`src/pkg/scr_pkg.sv`:
```
// Contract
// - pump, vco and coarse cal registers reset on sleep mode wake
// - vco current field 4:0 resets 01010
// - coarse cap field 5:0 resets 100000
// - written triple drives synthesizer tuning outputs
// - cal control field 6:0 resets 0001101
// - vco selection stage only when bit set
// - skip pump stage when enable is zero
package scr_pkg;
    // register word indices; the byte address on the bus is four times the index
    localparam logic [15:0] ADDR_PUMP_CAL = 16'hDF1C;
    localparam logic [15:0] ADDR_VCO_CUR = 16'hDF1D;
    localparam logic [15:0] ADDR_COARSE = 16'hDF1E;
    localparam logic [15:0] ADDR_CAL_CTRL = 16'hDF1F;
    localparam logic [15:0] ADDR_TEST_CFG_2 = 16'hDF23;
    localparam logic [15:0] ADDR_TEST_CFG_1 = 16'hDF24;
    localparam logic [15:0] ADDR_TEST_CFG_0 = 16'hDF25;
    localparam logic [7:0] RST_PUMP_CAL = 8'hA9;
    localparam logic [7:0] RST_VCO_CUR = 8'h0A;
    localparam logic [7:0] RST_COARSE = 8'h20;
    localparam logic [7:0] RST_CAL_CTRL = 8'h0D;
    localparam logic [7:0] RST_TEST_CFG_2 = 8'h88;
    localparam logic [7:0] RST_TEST_CFG_1 = 8'h11;
    localparam logic [7:0] RST_TEST_CFG_0 = 8'h0B;
    localparam logic [7:0] MASK_PUMP_CAL = 8'hFF;
    localparam logic [7:0] MASK_VCO_CUR = 8'h3F;
    localparam logic [7:0] MASK_COARSE = 8'h3F;
    localparam logic [7:0] MASK_CAL_CTRL = 8'h7F;
    localparam int PUMP_EN_LSB = 4;
    localparam int VCO_SEL_EN_BIT = 1;
    localparam int VCO_HIGH_BIT = 5;
    typedef struct packed {
        logic [7:0] pump_cal;
        logic [7:0] vco_cur;
        logic [7:0] coarse;
    } scr_triple_t;
endpackage : scr_pkg

```
`src/scr_regs.sv`:
```
// The APB interface to the registers is this design's own decision.
`timescale 1ns/10ps
module scr_regs (
    input wire logic pclk,
    input wire logic presetn,
    input wire logic psel,
    input wire logic penable,
    input wire logic pwrite,
    input wire logic [17:0] paddr,
    input wire logic [31:0] pwdata,
    input wire logic [3:0] pstrb,
    output logic [31:0] prdata,
    output logic pready,
    output logic pslverr,
    input wire logic wake_from_sleep,
    input wire logic cal_result_valid,
    input wire scr_pkg::scr_triple_t cal_result,
    output scr_pkg::scr_triple_t tune_settings,
    output logic [6:0] synth_cal_control,
    output logic vco_high_select,
    output logic pump_cal_stage_en,
    output logic vco_choice_cal_stage_en,
    output logic [7:0] test_cfg_0,
    output logic [7:0] test_cfg_1,
    output logic [7:0] test_cfg_2
);
    // a register is addressed by its word index; the two byte-lane bits must be zero
    function automatic logic addr_match(input logic [17:0] addr, input logic [15:0] index);
        addr_match = (addr[17:2] == index) && (addr[1:0] == 2'b00);
    endfunction : addr_match

    // calibration triple, reloaded with its reset values again on every wake from the deep sleep modes
    logic [7:0] pump_reg;
    logic [7:0] vco_reg;
    logic [7:0] coarse_reg;

    // settings that only software changes
    logic [7:0] ctrl_reg;
    logic [7:0] t0_reg;
    logic [7:0] t1_reg;
    logic [7:0] t2_reg;

    // access-phase write strobe and one select per register
    logic wr;
    logic wr_pump;
    logic wr_vco;
    logic wr_coarse;
    logic wr_ctrl;
    logic wr_t0;
    logic wr_t1;
    logic wr_t2;

    // read word for the address on the bus, captured into prdata at setup
    logic [7:0] rd_next;

    // no wait states and no error response: every access ends in its first access cycle
    assign pready = 1'b1;
    assign pslverr = 1'b0;

    // only byte lane zero carries register data
    assign wr = psel && penable && pwrite && pstrb[0];
    assign wr_pump = wr && addr_match(paddr, scr_pkg::ADDR_PUMP_CAL);
    assign wr_vco = wr && addr_match(paddr, scr_pkg::ADDR_VCO_CUR);
    assign wr_coarse = wr && addr_match(paddr, scr_pkg::ADDR_COARSE);
    assign wr_ctrl = wr && addr_match(paddr, scr_pkg::ADDR_CAL_CTRL);
    assign wr_t0 = wr && addr_match(paddr, scr_pkg::ADDR_TEST_CFG_0);
    assign wr_t1 = wr && addr_match(paddr, scr_pkg::ADDR_TEST_CFG_1);
    assign wr_t2 = wr && addr_match(paddr, scr_pkg::ADDR_TEST_CFG_2);

    // pump calibration: wake first, then a software write, then a calibration result
    // so a restored hop value is never overwritten by a stale result
    always_ff @(posedge pclk or negedge presetn) begin
        if (!presetn) begin
            pump_reg <= scr_pkg::RST_PUMP_CAL;
        end else if (wake_from_sleep) begin
            pump_reg <= scr_pkg::RST_PUMP_CAL;
        end else if (wr_pump) begin
            pump_reg <= pwdata[7:0];
        end else if (cal_result_valid) begin
            pump_reg <= cal_result.pump_cal;
        end
    end

    // vco current: bit 5 is the vco choice, which a calibration result never moves
    always_ff @(posedge pclk or negedge presetn) begin
        if (!presetn) begin
            vco_reg <= scr_pkg::RST_VCO_CUR;
        end else if (wake_from_sleep) begin
            vco_reg <= scr_pkg::RST_VCO_CUR;
        end else if (wr_vco) begin
            vco_reg <= pwdata[7:0] & scr_pkg::MASK_VCO_CUR;
        end else if (cal_result_valid) begin
            vco_reg <= {2'b00, vco_reg[scr_pkg::VCO_HIGH_BIT], cal_result.vco_cur[4:0]};
        end
    end

    // coarse capacitor array setting, six bits wide
    // upper bits are masked on every load path, so they can never read back as one
    always_ff @(posedge pclk or negedge presetn) begin
        if (!presetn) begin
            coarse_reg <= scr_pkg::RST_COARSE;
        end else if (wake_from_sleep) begin
            coarse_reg <= scr_pkg::RST_COARSE;
        end else if (wr_coarse) begin
            coarse_reg <= pwdata[7:0] & scr_pkg::MASK_COARSE;
        end else if (cal_result_valid) begin
            coarse_reg <= cal_result.coarse & scr_pkg::MASK_COARSE;
        end
    end

    // calibration control is only a stored setting; it survives a wake
    always_ff @(posedge pclk or negedge presetn) begin
        if (!presetn) begin
            ctrl_reg <= scr_pkg::RST_CAL_CTRL;
        end else if (wr_ctrl) begin
            ctrl_reg <= pwdata[7:0] & scr_pkg::MASK_CAL_CTRL;
        end
    end

    // test setting zero carries the vco selection stage enable in bit 1
    always_ff @(posedge pclk or negedge presetn) begin
        if (!presetn) begin
            t0_reg <= scr_pkg::RST_TEST_CFG_0;
        end else if (wr_t0) begin
            t0_reg <= pwdata[7:0];
        end
    end

    // test setting one: the value for transmit or receive is software's business
    always_ff @(posedge pclk or negedge presetn) begin
        if (!presetn) begin
            t1_reg <= scr_pkg::RST_TEST_CFG_1;
        end else if (wr_t1) begin
            t1_reg <= pwdata[7:0];
        end
    end

    // test setting two, all eight bits writable
    always_ff @(posedge pclk or negedge presetn) begin
        if (!presetn) begin
            t2_reg <= scr_pkg::RST_TEST_CFG_2;
        end else if (wr_t2) begin
            t2_reg <= pwdata[7:0];
        end
    end

    // read decode on the word index; unmapped words read zero without an error
    always_comb begin
        rd_next = 8'h00;
        case (paddr[17:2])
            scr_pkg::ADDR_PUMP_CAL: begin
                rd_next = pump_reg;
            end
            scr_pkg::ADDR_VCO_CUR: begin
                rd_next = vco_reg;
            end
            scr_pkg::ADDR_COARSE: begin
                rd_next = coarse_reg;
            end
            scr_pkg::ADDR_CAL_CTRL: begin
                rd_next = ctrl_reg;
            end
            scr_pkg::ADDR_TEST_CFG_0: begin
                rd_next = t0_reg;
            end
            scr_pkg::ADDR_TEST_CFG_1: begin
                rd_next = t1_reg;
            end
            scr_pkg::ADDR_TEST_CFG_2: begin
                rd_next = t2_reg;
            end
            default: begin
                rd_next = 8'h00;
            end
        endcase
        // unaligned byte addresses do not alias onto a register
        if (paddr[1:0] != 2'b00) begin
            rd_next = 8'h00;
        end
    end

    // read data is registered at the setup edge and stands through the access phase
    always_ff @(posedge pclk or negedge presetn) begin
        if (!presetn) begin
            prdata <= 32'h0000_0000;
        end else if (psel && !penable && !pwrite) begin
            prdata <= {24'h00_0000, rd_next};
        end
    end

    // the synthesizer tunes from whatever the triple holds, result or written value
    assign tune_settings.pump_cal = pump_reg;
    assign tune_settings.vco_cur = {3'b000, vco_reg[4:0]};
    assign tune_settings.coarse = coarse_reg;
    assign vco_high_select = vco_reg[scr_pkg::VCO_HIGH_BIT];
    assign synth_cal_control = ctrl_reg[6:0];

    // stage enables for the calibration sequencer
    assign pump_cal_stage_en = |pump_reg[scr_pkg::PUMP_EN_LSB +: 2];
    assign vco_choice_cal_stage_en = t0_reg[scr_pkg::VCO_SEL_EN_BIT];

    // test settings go out unchanged
    assign test_cfg_0 = t0_reg;
    assign test_cfg_1 = t1_reg;
    assign test_cfg_2 = t2_reg;
endmodule : scr_regs

```
`config.mk`:
```
export PLATFORM = sky130hd
export DESIGN_NAME = scr_regs
export DESIGN_NICKNAME = d
export VERILOG_FILES = /design/src/pkg/scr_pkg.sv /design/src/scr_regs.sv
export SDC_FILE = /design/constraint.sdc
export NUM_CORES = 1
export LEC_CHECK = 0
export BUFFER_PORTS_ARGS = -buffer_cell sky130_fd_sc_hd__buf_2
export CORE_MARGIN = 3
export CORE_UTILIZATION = 45
export CTS_CLUSTER_DIAMETER = 30
export DETAILED_ROUTE_END_ITERATION = 7
export GPL_ROUTABILITY_DRIVEN = 0
export PLACE_DENSITY = 0.76
export SYNTH_ARGS = -nofsm -noshare
export SYNTH_HDL_FRONTEND = slang
export SYNTH_SLANG_ARGS = --single-unit
export TNS_END_PERCENT = 30
```
`constraint.sdc`:
```
create_clock -name pclk -period 1.6 [get_ports pclk]
set_input_delay 0.16 -clock pclk [delete_from_list [all_inputs] [get_ports pclk]]
set_output_delay 0.16 -clock pclk [all_outputs]
set_load 0.02 [all_outputs]
```
Yosys cells after proc, flatten, opt, wreduce, memory -nomap -nowiden
Cells that the tools add are included.

word-level totals
  latch bits = 0
  flip-flop bits (word level) = 63
  memory bits (read-only) = 0
  output and inout port bits = 92
  memories = 0
  bits of input ports = 85
  logic and storage cells = 55
  RAM bits = 0

operators by class
  multiply operators = 0
  shift operators = 0
  $lt $le $gt $ge = 0
  bitwise operators = 0
  muxes and demuxes = 11
  reductions and logical operators = 28
  $add $sub $neg = 0
  div/mod/pow operators = 0
  eq/ne operators = 7

operator list
  kind                                         number
  equality test 16 bit, second input constant  7
  two-way mux 8 bit                            10
  case mux 8 bit (7 select lines)              1
  logical AND 1 bit                            19
  nonzero test 3 bit                           3
  nonzero test 2 bit                           2
  zero test 1 bit                              2
  zero test 2 bit                              1
  OR reduction 2 bit                           1

Logic depth before layout (Yosys ltp)
Gate-level depths: netlist of run 1.

  depth in word-level cells = 6
  gate-level depth with buffers = 7
  gate-level depth less buffers = 5

Worst setup path before layout of run 1
No wires, ideal clock.

  path kind = input to register
  start = input port paddr[6]
  end = register t2_reg[0], in the netlist test_cfg_2[0]
  data required time = 1.475 ns
  library setup time = 0.125 ns
  path buffers = 0
  stages on the path = 4
  path slack = -0.186 ns
  data arrival time = 1.662 ns
  cells stage by stage = or4b_1 > nor4_4 > nand2_1 > mux2_2

on the way
  word-level cells in the longest chain between the ends = 3

RTL lines
  item                  line             RTL
  from (decl)           scr_regs.sv:9    input wire logic [17:0] paddr,
  equality test 16 bit  scr_regs.sv:29   addr_match = (addr[17:2] == index) && (addr[1:0] == 2'b00);
  logical AND 1 bit     scr_regs.sv:29
  logical AND 1 bit     scr_regs.sv:68   assign wr_t2 = wr && addr_match(paddr, scr_pkg::ADDR_TEST_CFG_2);
  to (signal assigned)  scr_regs.sv:141  t2_reg <= scr_pkg::RST_TEST_CFG_2;
  to (signal assigned)  scr_regs.sv:143  t2_reg <= pwdata[7:0];
  to (decl)             scr_regs.sv:41   logic [7:0] t2_reg;

Every way passes these cells.
A chain may end at the register's enable or synchronous reset.

Final worst setup path of run 1
  start = input port paddr[3]
  end = register t0_reg[5], in the netlist test_cfg_0[5]

on the way
  word-level cells in the longest chain between the ends = 3

RTL lines
  item                  line             RTL
  equality test 16 bit  scr_regs.sv:29
  logical AND 1 bit     scr_regs.sv:29
  logical AND 1 bit     scr_regs.sv:66   assign wr_t0 = wr && addr_match(paddr, scr_pkg::ADDR_TEST_CFG_0);
  to (signal assigned)  scr_regs.sv:123  t0_reg <= scr_pkg::RST_TEST_CFG_0;
  to (signal assigned)  scr_regs.sv:125  t0_reg <= pwdata[7:0];
  to (decl)             scr_regs.sv:39   logic [7:0] t0_reg;

Every way passes these cells.

==> summary.txt, run 1 <==
Detailed routing
  – Met1 Routed Length: 3820 um
  – DR vias: roughly 2.8k
  – Length of routed met2 wiring: 4620 um
  – Topmost layer with routed signal wires: met4
  – Post-DR wirelength/cell: about 18 um
  – TritonRoute pass-1 iters: 6
  – Total wirelength of the detailed-routed design: ~9500 um
  – Number of DRC violations after detailed routing: 0
  – Met3 Routed Length: 863 um
  – Antenna Nets Post-Route: 0
  – First DRT Iteration DRCs: 169
  – Detailed-route vias per instance: between 5 and 6

Setup path
  – Startpoint kind of the worst setup timing path: input port
  – Startpoint of the lowest-slack register-to-register path: vco_reg[0]
  – CP Class: in -> reg
  – Critical register-to-register path endpoint: prdata[0]
  – Depth of the worst register-to-register path: 4
  – Critical Path AT: 1.78 ns
  – Critical path peak fanout: 8
  – Worst reg2reg setup slack: 0.34 ns
  – CP startpoint: paddr[3]
  – Required time of the worst setup path: 1.81 ns
  – Nature of the critical path endpoint: register

Hold path
  – Origin of the worst min-delay path: pwdata[7]
  – Number of cells on the worst hold path: 3
  – Terminating pin of the worst hold path: pump_reg[7]
  – Type of the worst min-delay path: in -> reg

GRT
  – Number of global-route vias before repair: 2954
  – Final global-route overflow total: 0
  – Tot GR Track Use: 0.232
  – First-pass GRT wire length: 15200 um
  – Largest net degree at the start of global routing: 60
  – Initial antenna violation count: 0

Final layout
  – Antenna diodes: 0
  – Finished Core Util: 0.628
  – Post-route design area: ~4400 sq um
  – Net count of the finished layout: 520
  – Most common cell after layout, fill and taps aside: buf_2
  – Layout cells sized above 1: 0.548
  – Most frequent cells in the layout: buf_2, dfrtp_1, buf_4, mux2_2, conb_1
  – Layout area overhead: 31.7%
  – Fillers: 592

Logic synthesis
  – Count of different cell masters after synthesis: 45
  – Portion of the post-synthesis area used by sequential elements: 0.450
  – Syn_area_per_cell: around 12 sq um
  – Synth Warn #: 0
  – Post-synthesis cell count: 284
  – Cell type with the largest total area after synthesis: dfrtp_1
  – Cell Area, Synth: 3330 sq um
  – Number of synthesized register bits: 59
  – Share of the synthesized area in the top cell type: 0.316
  – Top area cells in the synthesized netlist: dfrtp_1, dfstp_2, mux2_2

Placed design
  – IO Port Bufs: 113
  – Placed Instance Area: 4200 sq um
  – HPWL reported at the end of detailed placement: slightly above 7000 um

STA
  – Final hold violation count: 0
  – Maximum achievable frequency: 637 MHz
  – Final hold slack: 0.139 ns
  – Fin crit period: 1.57 ns
  – Final number of max-transition violations: 0
  – Final clock skew: 0.00815 ns
  – Final setup fails: 0
  – Tcrit/Tclk final: 0.981
  – Setup repair after global routing missed its margin: no

Power and ir drop
  – Pwr/cell area: a little over 700 nW/um^2
  – Total power draw: 0.00318 W
  – Peak ir drop on the vdd network: 0.573 mV
  – Leakage: 2.34 nW

Clocking
  – Maximum level of the CTS H-tree: 3
  – Clock input transition at the sequential cells of the worst setup and hold paths: approximately 0.070 ns
  – Clk_lat worst skew: 0.34 ns
  – Count of buffers added by post-CTS timing repair for setup: 0
  – Number of clock sinks: 59
  – CTS Root Cell: clkbuf_8
  – Number of buffers on the longest clock path: 2
  – TritonCTS buffer count: 9
  – CTS tree: done

Floorplan
  – Row cnt: 30
  – Die area: 8470 sq um
  – Width of the die: 92.0 um
  – Effective utilization at floorplan: 0.477
  – Overall die height: 92.0 um
  – Placeable Area: 6980 sq um
  – Ports placed on the boundary: 177

Job
  – Total of max-cap violations: 0

Outcome
  – Run status: completed
==> cells in the mapped netlist (all sizes together) <==
library cell  instances
dfstp                17
o211a                 1
conb                  2
nor2b                 1
nand3                 7
nand4b                2
a22o                  9
o22ai                 1
mux2i                19
or4b                  2
or2                   3
nand4bb               2
mux2                 34
a22oi                 7
a21oi                 5
and2                 10
a221oi                4
clkbuf                9
a222oi                4
a2bb2oi               2
buf                  34
nor3                  2
nand4                 2
o21a                  5
and2b                 1
o21bai                4
nor4                  9
nand2b                3
inv                   2
or3b                  1
or4                   3
dfrtp                42
a211oi               12
nand2                 5
nor2                 17
or3                   1
==> metrics by stage <==
step | std cells | worst slack, ns | TNS [ns]
detailed placement | 519 | -0.309 | -10.66
floorplan | 313 | -0.175 | -5.69
CTS | 536 | 0.0375 | 0
global placement | 519 | -0.255 | -8.84
finish | 536 | 0.0300 | 0
global route | 536 | 0.00626 | 0
==> final cells by class <==
type                       instances  area (sq um)  area share
multi-input combinational        209          1700       0.388
sequential                        59          1500       0.341
timing repair buffer             154           888       0.203
clock buffer                      11           141      0.0322
tap                               96           120      0.0274
clock inverter                     5          28.8     0.00656
inverter                           2          7.51     0.00171
==> worst max-delay path, cell delays in order <==
cell,delay (ns)
buf_2,0.11
or4b_1,0.58
or4_1,0.44
buf_4,0.20
mux2_2,0.29
==> cells by family (layout without fill, tap and decap cells) <==
| logic type | after synthesis | after routing | share of synthesized area |
|---|---|---|---|
| and+or+nand+nor | 71 | 71 | 0.160 |
| AOI/OAI and AO/OA | 54 | 54 | 0.127 |
| muxes | 53 | 53 | 0.172 |
| buffers and inverters | 45 | 172 | 0.0894 |
| DFF | 59 | 59 | 0.450 |
| other | 2 | 31 | 0.00225 |
==> how the worst max path moves through the flow <==
stage / endpoint / depth (start not counted)
after floorplan: prdata[0] / 5
after global placement: test_cfg_0[4] / 5
after detailed placement: test_cfg_0[7] / 5
after CTS: test_cfg_0[5] / 5
after global routing: test_cfg_0[5] / 5
final: test_cfg_0[5] / 5
==> layer usage <==
layer / GRT usage / up-vias
li1: - / 1306
met3: 0.0459 / 12
met5: 0 / -
met1: 0.291 / 1373
met4: 0.0903 / 0
met2: 0.392 / 151
==> power breakdown <==
group | internal (W) | total, W | switching [W]
clock | 0.000596 | 0.00119 | 0.000594
combinational | 0.000161 | 0.000433 | 0.000272
sequential | 0.00153 | 0.00156 | 0.0000282
==> what timing repair did <==
item / in CTS / in global routing
gates resized for setup: 0 / 1
endpoints found under the setup margin: 0 / 3
endpoints found under the hold margin: 42 / 0
hold buffers: 1 / 0
No activity file was read; power rests on OpenSTA's default activity.
==> run 2, diff against run 1 <==
ABC_CLOCK_PERIOD_IN_PS = 1600   (was not set)
BUFFER_PORTS_ARGS = not set   (was -buffer_cell sky130_fd_sc_hd__buf_2)
CORE_UTILIZATION = 50   (was 45)
DONT_BUFFER_PORTS = 1   (was not set)
PLACE_DENSITY = 0.61   (was 0.76)
==> run 2 against run 1 <==
  * Flip-flop and latch count unchanged
  * First-iteration DRC count is 36% lower
  * Sequential share of layout area is 4.3 points higher
  * Global-route usage increased by 0.87 points
  * Critical path type unchanged
  * Largest cell class unchanged
  * Largest power group unchanged
  * Highest routed layer unchanged
==> summary.txt, run 2 (synthesis gave the netlist of run 1 again) <==
STA
  – Total negative slack: 0 ns (unchanged)
  – Final clock skew: 0.0116 ns (+0.00345 ns)
  – Fin crit period: 1.44 ns (-0.126 ns)
  – Final setup fails: 0 (unchanged)
  – Setup repair after global routing missed its margin: no
  – Tcrit/Tclk final: 0.902 (-0.0789)
  – Final number of max-transition violations: 0 (unchanged)
  – Final hold violation count: 0 (unchanged)
  – Transition time at the pin with the least slew margin: 0.752 ns
  – Final hold slack: 0.0174 ns (-0.122 ns)
  – Maximum achievable frequency: 693 MHz (+8.7%)
  – Worst slew margin: 0.497

Setup path
  – Nature of the critical path endpoint: register
  – Critical path peak fanout: 8 (unchanged)
  – CP max stage cell: or4_1
  – Required time of the worst setup path: 1.81 ns (about the same)
  – CP Class: in -> reg
  – Critical Path AT: 1.66 ns (-0.12 ns)
  – Startpoint kind of the worst setup timing path: input port
  – Cell family with most CP delay: simple AND/OR/NAND/NOR gates
  – Cell chain of the critical path: nand4_1 > or3_1 > or4_1 > buf_4 > mux2_2
  – Max stage delay on crit path: 0.54 ns (-0.04 ns)
  – Crit path buf inv count: 1 (-1)

GRT
  – Largest net degree at the start of global routing: 60 (unchanged)
  – First-pass GRT wire length: 13800 um (-9.1%)
  – Final global-route overflow total: 0 (unchanged)
  – Tot GR Track Use: 0.240 (+0.00870)
  – Initial antenna violation count: 0 (unchanged)
  – Number of global-route vias before repair: 2558 (-13%)

Placed design
  – IO Port Bufs: 0 (-100%)
  – HPWL reported at the end of detailed placement: 6460 um (-11%)
  – Number of placed instances, taps included: 378 (-27%)

Final layout
  – Fillers: 539 (-9.0%)
  – Layout area overhead: 16.9%
  – Layout cells sized above 1: 0.360 (-0.188)
  – Most common cell after layout, fill and taps aside: dfrtp_1
  – Net count of the finished layout: 408 (-22%)
  – Number of standard cells in the final layout excluding fillers: 405 (-24%)
  – Most frequent cells in the layout: dfrtp_1, mux2_2, conb_1, buf_4, mux2i_1
  – Antenna diodes: 0 (unchanged)

Clocking
  – Count of buffers added by post-CTS timing repair for setup: 0 (unchanged)
  – Number of buffers on the longest clock path: 2 (unchanged)
  – TritonCTS buffer count: 9 (unchanged)
  – Maximum level of the CTS H-tree: 3 (unchanged)
  – Number of clock sinks: 59 (unchanged)
  – Clock input transition at the sequential cells of the worst setup and hold paths: 0.06 ns (about the same)
  – CTS tree: done
  – Post-CTS sizing: 0 (unchanged)
  – Clk_lat worst skew: 0.33 ns (about the same)
  – CTS Root Cell: clkbuf_8

Job
  – Total of max-cap violations: 0 (unchanged)

Detailed routing
  – Total wirelength of the detailed-routed design: 8830 um (-6.6%)
  – First DRT Iteration DRCs: 108 (-36%)
  – DR vias: 2413 (-15%)
  – TritonRoute pass-1 iters: 5 (-1)
  – Detailed-route vias per instance: 5.96 (+12%)
  – Number of DRC violations after detailed routing: 0 (unchanged)
  – Antenna Nets Post-Route: 0 (unchanged)
  – Post-DR wirelength/cell: 21.8 um (+24%)

Hold path
  – Type of the worst min-delay path: in -> reg

Power and ir drop
  – Peak ir drop on the vdd network: 0.618 mV (+7.9%)
  – Pwr/cell area: 848 nW/um^2 (+17%)
  – Leakage: 1.84 nW (-21%)

Floorplan
  – Row cnt: 29 (-3.3%)
  – Effective utilization at floorplan: 0.522 (+0.0445)
  – Die area: 7680 sq um (-9.4%)
  – Placeable Area: 6390 sq um (-8.5%)
  – Ports placed on the boundary: 177 (unchanged)
  – Overall die height: 87.6 um (-4.8%)
  – Width of the die: 87.6 um (-4.8%)

Outcome
  – Run status: completed
[run 2: cell count changes in the layout (fill, tap and decap cells not counted), sizes merged]
cell,previous run,this run
buf,153,32
bufinv,0,1
clkbuf,11,14
dlygate4sd3,1,10
clkinv,5,1
[run 2: area by class of cell]
type                       count  area, sq um  share of cell area
timing repair buffer          42          385              0.0990
multi-input combinational    209         1700               0.436
sequential                    59         1500               0.385
clock inverter                 2         35.0             0.00900
tap                           77         96.3              0.0248
clock buffer                  14          173              0.0444
inverter                       2         7.51             0.00193
[run 2: path summary, 6_finish.rpt]
path / startpoint / to / cells after the start / slack [ns]
min in group asynchronous: presetn / test_cfg_2[5] / 2 / 0.34
worst min register to register: prdata[7] / prdata[7] / 1 / 0.67
max in group asynchronous: presetn / pump_reg[7] / 2 / 0.95
worst max register to register: coarse_reg[2] / prdata[2] / 4 / 0.32
worst max-delay path: pstrb[0] / test_cfg_0[7] / 5 / 0.16
worst min-delay path: pwdata[0] / coarse_reg[0] / 2 / 0.02
[run 2: what timing repair did]
item                       CTS  global route
hold buffers                11             0
hold endpoints to repair   110             0
setup endpoints to repair    0             0
[run 2: metal layers]
layer	vias to the layer above	share of wire	track usage
met5	-	0	0
met4	0	0.018	0.0851
met3	12	0.10	0.0894
met2	119	0.50	0.388
met1	1199	0.38	0.297
li1	1083	-	-
[run 2: report_power, final]
group | switching, W | total (W) | leakage [nW] | internal [W]
registers | 0.0000621 | 0.00159 | 0.755 | 0.00153
logic | 0.000185 | 0.000294 | 0.983 | 0.000109
clock network | 0.000568 | 0.00141 | 0.107 | 0.000846
total | 0.000814 | 0.00330 | 1.84 | 0.00249
[run 2: metrics by stage]
| stage | area, sq um | total power [W] | utilization | worst slack (ns) |
|---|---|---|---|---|
| finish | 3890 | 0.00330 | 0.610 | 0.156 |
| global route | 3890 | 0.00343 | 0.610 | 0.0815 |
| CTS | 3890 | 0.00334 | 0.610 | 0.166 |
| detailed placement | 3560 | 0.00183 | 0.557 | -0.188 |
| global placement | 3560 | 0.00183 | 0.557 | -0.167 |
| floorplan | 3490 | 0.00185 | - | -0.175 |
==> run 3, diff against run 2 <==
ABC_CLOCK_PERIOD_IN_PS = 1400   (was 1600)
clock period = 1.4 ns   (was 1.6 ns; I/O delays follow)
==> run 3 against run 2 <==
  * The flow now finishes with violations (hold timing)
  * Register-to-register slack worse by 0.29 ns
  * First-iteration DRC count is 52% higher
  * Total power is 13% higher
  * Sequential power is 13% higher
  * Flip-flop and latch count stayed put
  * Clock power is 13% higher
  * Clock skew is 0.0032 ns lower
  * Combinational power is 14% higher
  * Setup slack worse by 0.14 ns
==> summary.txt, run 3 (synthesis gave the netlist of run 1 again) <==
Outcome
  – Run status: finished with violations
  – Failing checks: hold timing

GRT
  – Tot GR Track Use: 0.243 (+0.00257)
  – Initial antenna violation count: 0 (unchanged)
  – First-pass GRT wire length: 13700 um (-0.91%)
  – Final global-route overflow total: 0 (unchanged)
  – Number of global-route vias before repair: 2538 (-0.78%)
  – Largest net degree at the start of global routing: 60 (unchanged)

Final layout
  – Layout area overhead: 19.1%
  – Net count of the finished layout: 419 (+2.7%)
  – Layout cells sized above 1: 0.404 (+0.0444)
  – Antenna diodes: 0 (unchanged)
  – Most frequent cells in the layout: dfrtp_1, buf_4, mux2_2, conb_1, mux2i_1
  – Finished Core Util: 0.621 (+0.0118)

Floorplan
  – Die area: 7680 sq um (unchanged)
  – Row cnt: 29 (unchanged)
  – Overall die height: 87.6 um (unchanged)
  – Ports placed on the boundary: 177 (unchanged)
  – Width of the die: 87.6 um (unchanged)
  – Placeable Area: 6390 sq um (unchanged)
  – Effective utilization at floorplan: 0.522 (unchanged)

Detailed routing
  – TritonRoute pass-1 iters: 5 (unchanged)
  – Met1 Routed Length: 3490 um (+3.2%)
  – DR vias: 2463 (+2.1%)
  – Number of DRC violations after detailed routing: 0 (unchanged)
  – Length of routed met2 wiring: 4270 um (-2.7%)
  – Post-DR wirelength/cell: 21.8 um (about the same)
  – Antenna Nets Post-Route: 0 (unchanged)
  – Met3 Routed Length: 1120 um (+24%)
  – Detailed-route vias per instance: 5.92 (-0.63%)
  – Topmost layer with routed signal wires: met4
  – Total wirelength of the detailed-routed design: 9080 um (+2.8%)
  – First DRT Iteration DRCs: 164 (+52%)

Clocking
  – Number of clock sinks: 59 (unchanged)
  – TritonCTS buffer count: 9 (unchanged)
  – Number of buffers on the longest clock path: 2 (unchanged)
  – Number of hold buffers added after CTS: 10 (-1)
  – CTS Root Cell: clkbuf_8
  – CTS tree: done
  – Clock input transition at the sequential cells of the worst setup and hold paths: 0.07 ns (about the same)
  – Clk_lat worst skew: 0.34 ns (about the same)
  – Maximum level of the CTS H-tree: 3 (unchanged)

Setup path
  – Critical path peak fanout: 16 (+8)
  – CP startpoint: pwrite
  – Critical Path AT: 1.65 ns (about the same)
  – Cell chain of the critical path: nand4_1 > or3_4 > or4_4 > buf_12 > and2_1 > o21bai_1
  – Startpoint kind of the worst setup timing path: input port
  – Nature of the critical path endpoint: register
  – Required time of the worst setup path: 1.67 ns (-0.14 ns)
  – Max stage delay on crit path: 0.56 ns (+0.02 ns)
  – Worst setup path end: pump_reg[0]
  – Worst reg2reg setup slack: 0.03 ns (-0.29 ns)
  – CP max stage cell: or4_4
  – Critical register-to-register path endpoint: prdata[0]
  – Startpoint of the lowest-slack register-to-register path: coarse_reg[0]
  – Depth of the worst register-to-register path: 4 (unchanged)
  – CP Class: in -> reg

Placed design
  – HPWL reported at the end of detailed placement: 6660 um (+3.1%)
  – Post-placement worst setup slack: -0.394 ns (-0.206 ns)
  – IO Port Bufs: 0 (unchanged)

Power and ir drop
  – Peak ir drop on the vdd network: 0.892 mV (+44%)
  – Pwr/cell area: 939 nW/um^2 (+11%)
  – Total power draw: 0.00372 W (+13%)
  – Leakage: 1.91 nW (+3.4%)

STA
  – Total negative slack: 0 ns (unchanged)
  – Maximum achievable frequency: 724 MHz
  – Setup ws final: 0.0184 ns (-0.138 ns)
  – Final clock skew: 0.00844 ns (-0.00315 ns)
  – Final hold slack: -0.515 ns (-0.533 ns)
  – Transition time at the pin with the least slew margin: 0.804 ns (+0.0523 ns)
  – Final number of max-transition violations: 0 (unchanged)
  – Fin crit period: ~1.4 ns
  – Final hold violation count: 59 (+59)
  – Setup repair after global routing missed its margin: yes
  – Tcrit/Tclk final: 0.987
  – Worst slew margin: 0.462 (-0.0350)
  – Final setup fails: 0 (unchanged)

Job
  – Total of max-cap violations: 0 (unchanged)

Hold path
  – Type of the worst min-delay path: in -> async
run 3: cell types whose count changed in the layout (fill, tap and decap cells not counted), sizes merged:
cell and delta:
buf +11, clkbuf -2, clkinv +2
run 3: worst min path at each step:
| stage | cells after the start | from | to |
|---|---|---|---|
| floorplan | 0 | presetn | coarse_reg[0] |
| global placement | 0 | presetn | prdata[7] |
| detailed placement | 0 | presetn | test_cfg_1[6] |
| CTS | 0 | presetn | test_cfg_1[2] |
| global route | 0 | presetn | test_cfg_0[6] |
| finish | 0 | presetn | prdata[7] |
run 3: metal layers:
| metal | track usage | up-vias |
|---|---|---|
| li1 | - | 1107 |
| met1 | 0.300 | 1206 |
| met5 | 0 | - |
| met3 | 0.101 | 17 |
| met2 | 0.384 | 133 |
| met4 | 0.0879 | 0 |
run 3: worst max-delay path, delay by kind of cell:
family,cells,cell delay [ns]
buf+inv,1,0.17
compound gates,1,0.14
simple gates,4,1.20
run 3: metrics by stage:
stage	std cells	area, sq um
2_1_floorplan	313	3520
3_3_place_gp	390	3640
3_5_place_dp	390	3640
4_1_cts	416	3950
5_1_grt	416	3970
6_report	416	3970
run 3: layout make-up:
type                    count  area [sq um]
fillers                   537          2420
multi-input cells         209          1730
flip-flops and latches     59          1500
repair buffers             53           435
clock buffers              12           155
well taps                  77          96.3
clock inverters             4          48.8
inverters                   2          7.51
run 3: repair_timing:
action                                 CTS  global route
pin swaps                                0             4
resized for setup                        2             4
endpoints found under the hold margin  110            59
setup buffers                            0             0
setup endpoints to repair                4            10
run 3: power breakdown:
| group | leakage, nW | internal, W | switching, W |
|---|---|---|---|
| Combinational | 1.05 | 0.000131 | 0.000203 |
| Clock | 0.106 | 0.000916 | 0.000670 |
| Sequential | 0.755 | 0.00175 | 0.0000555 |
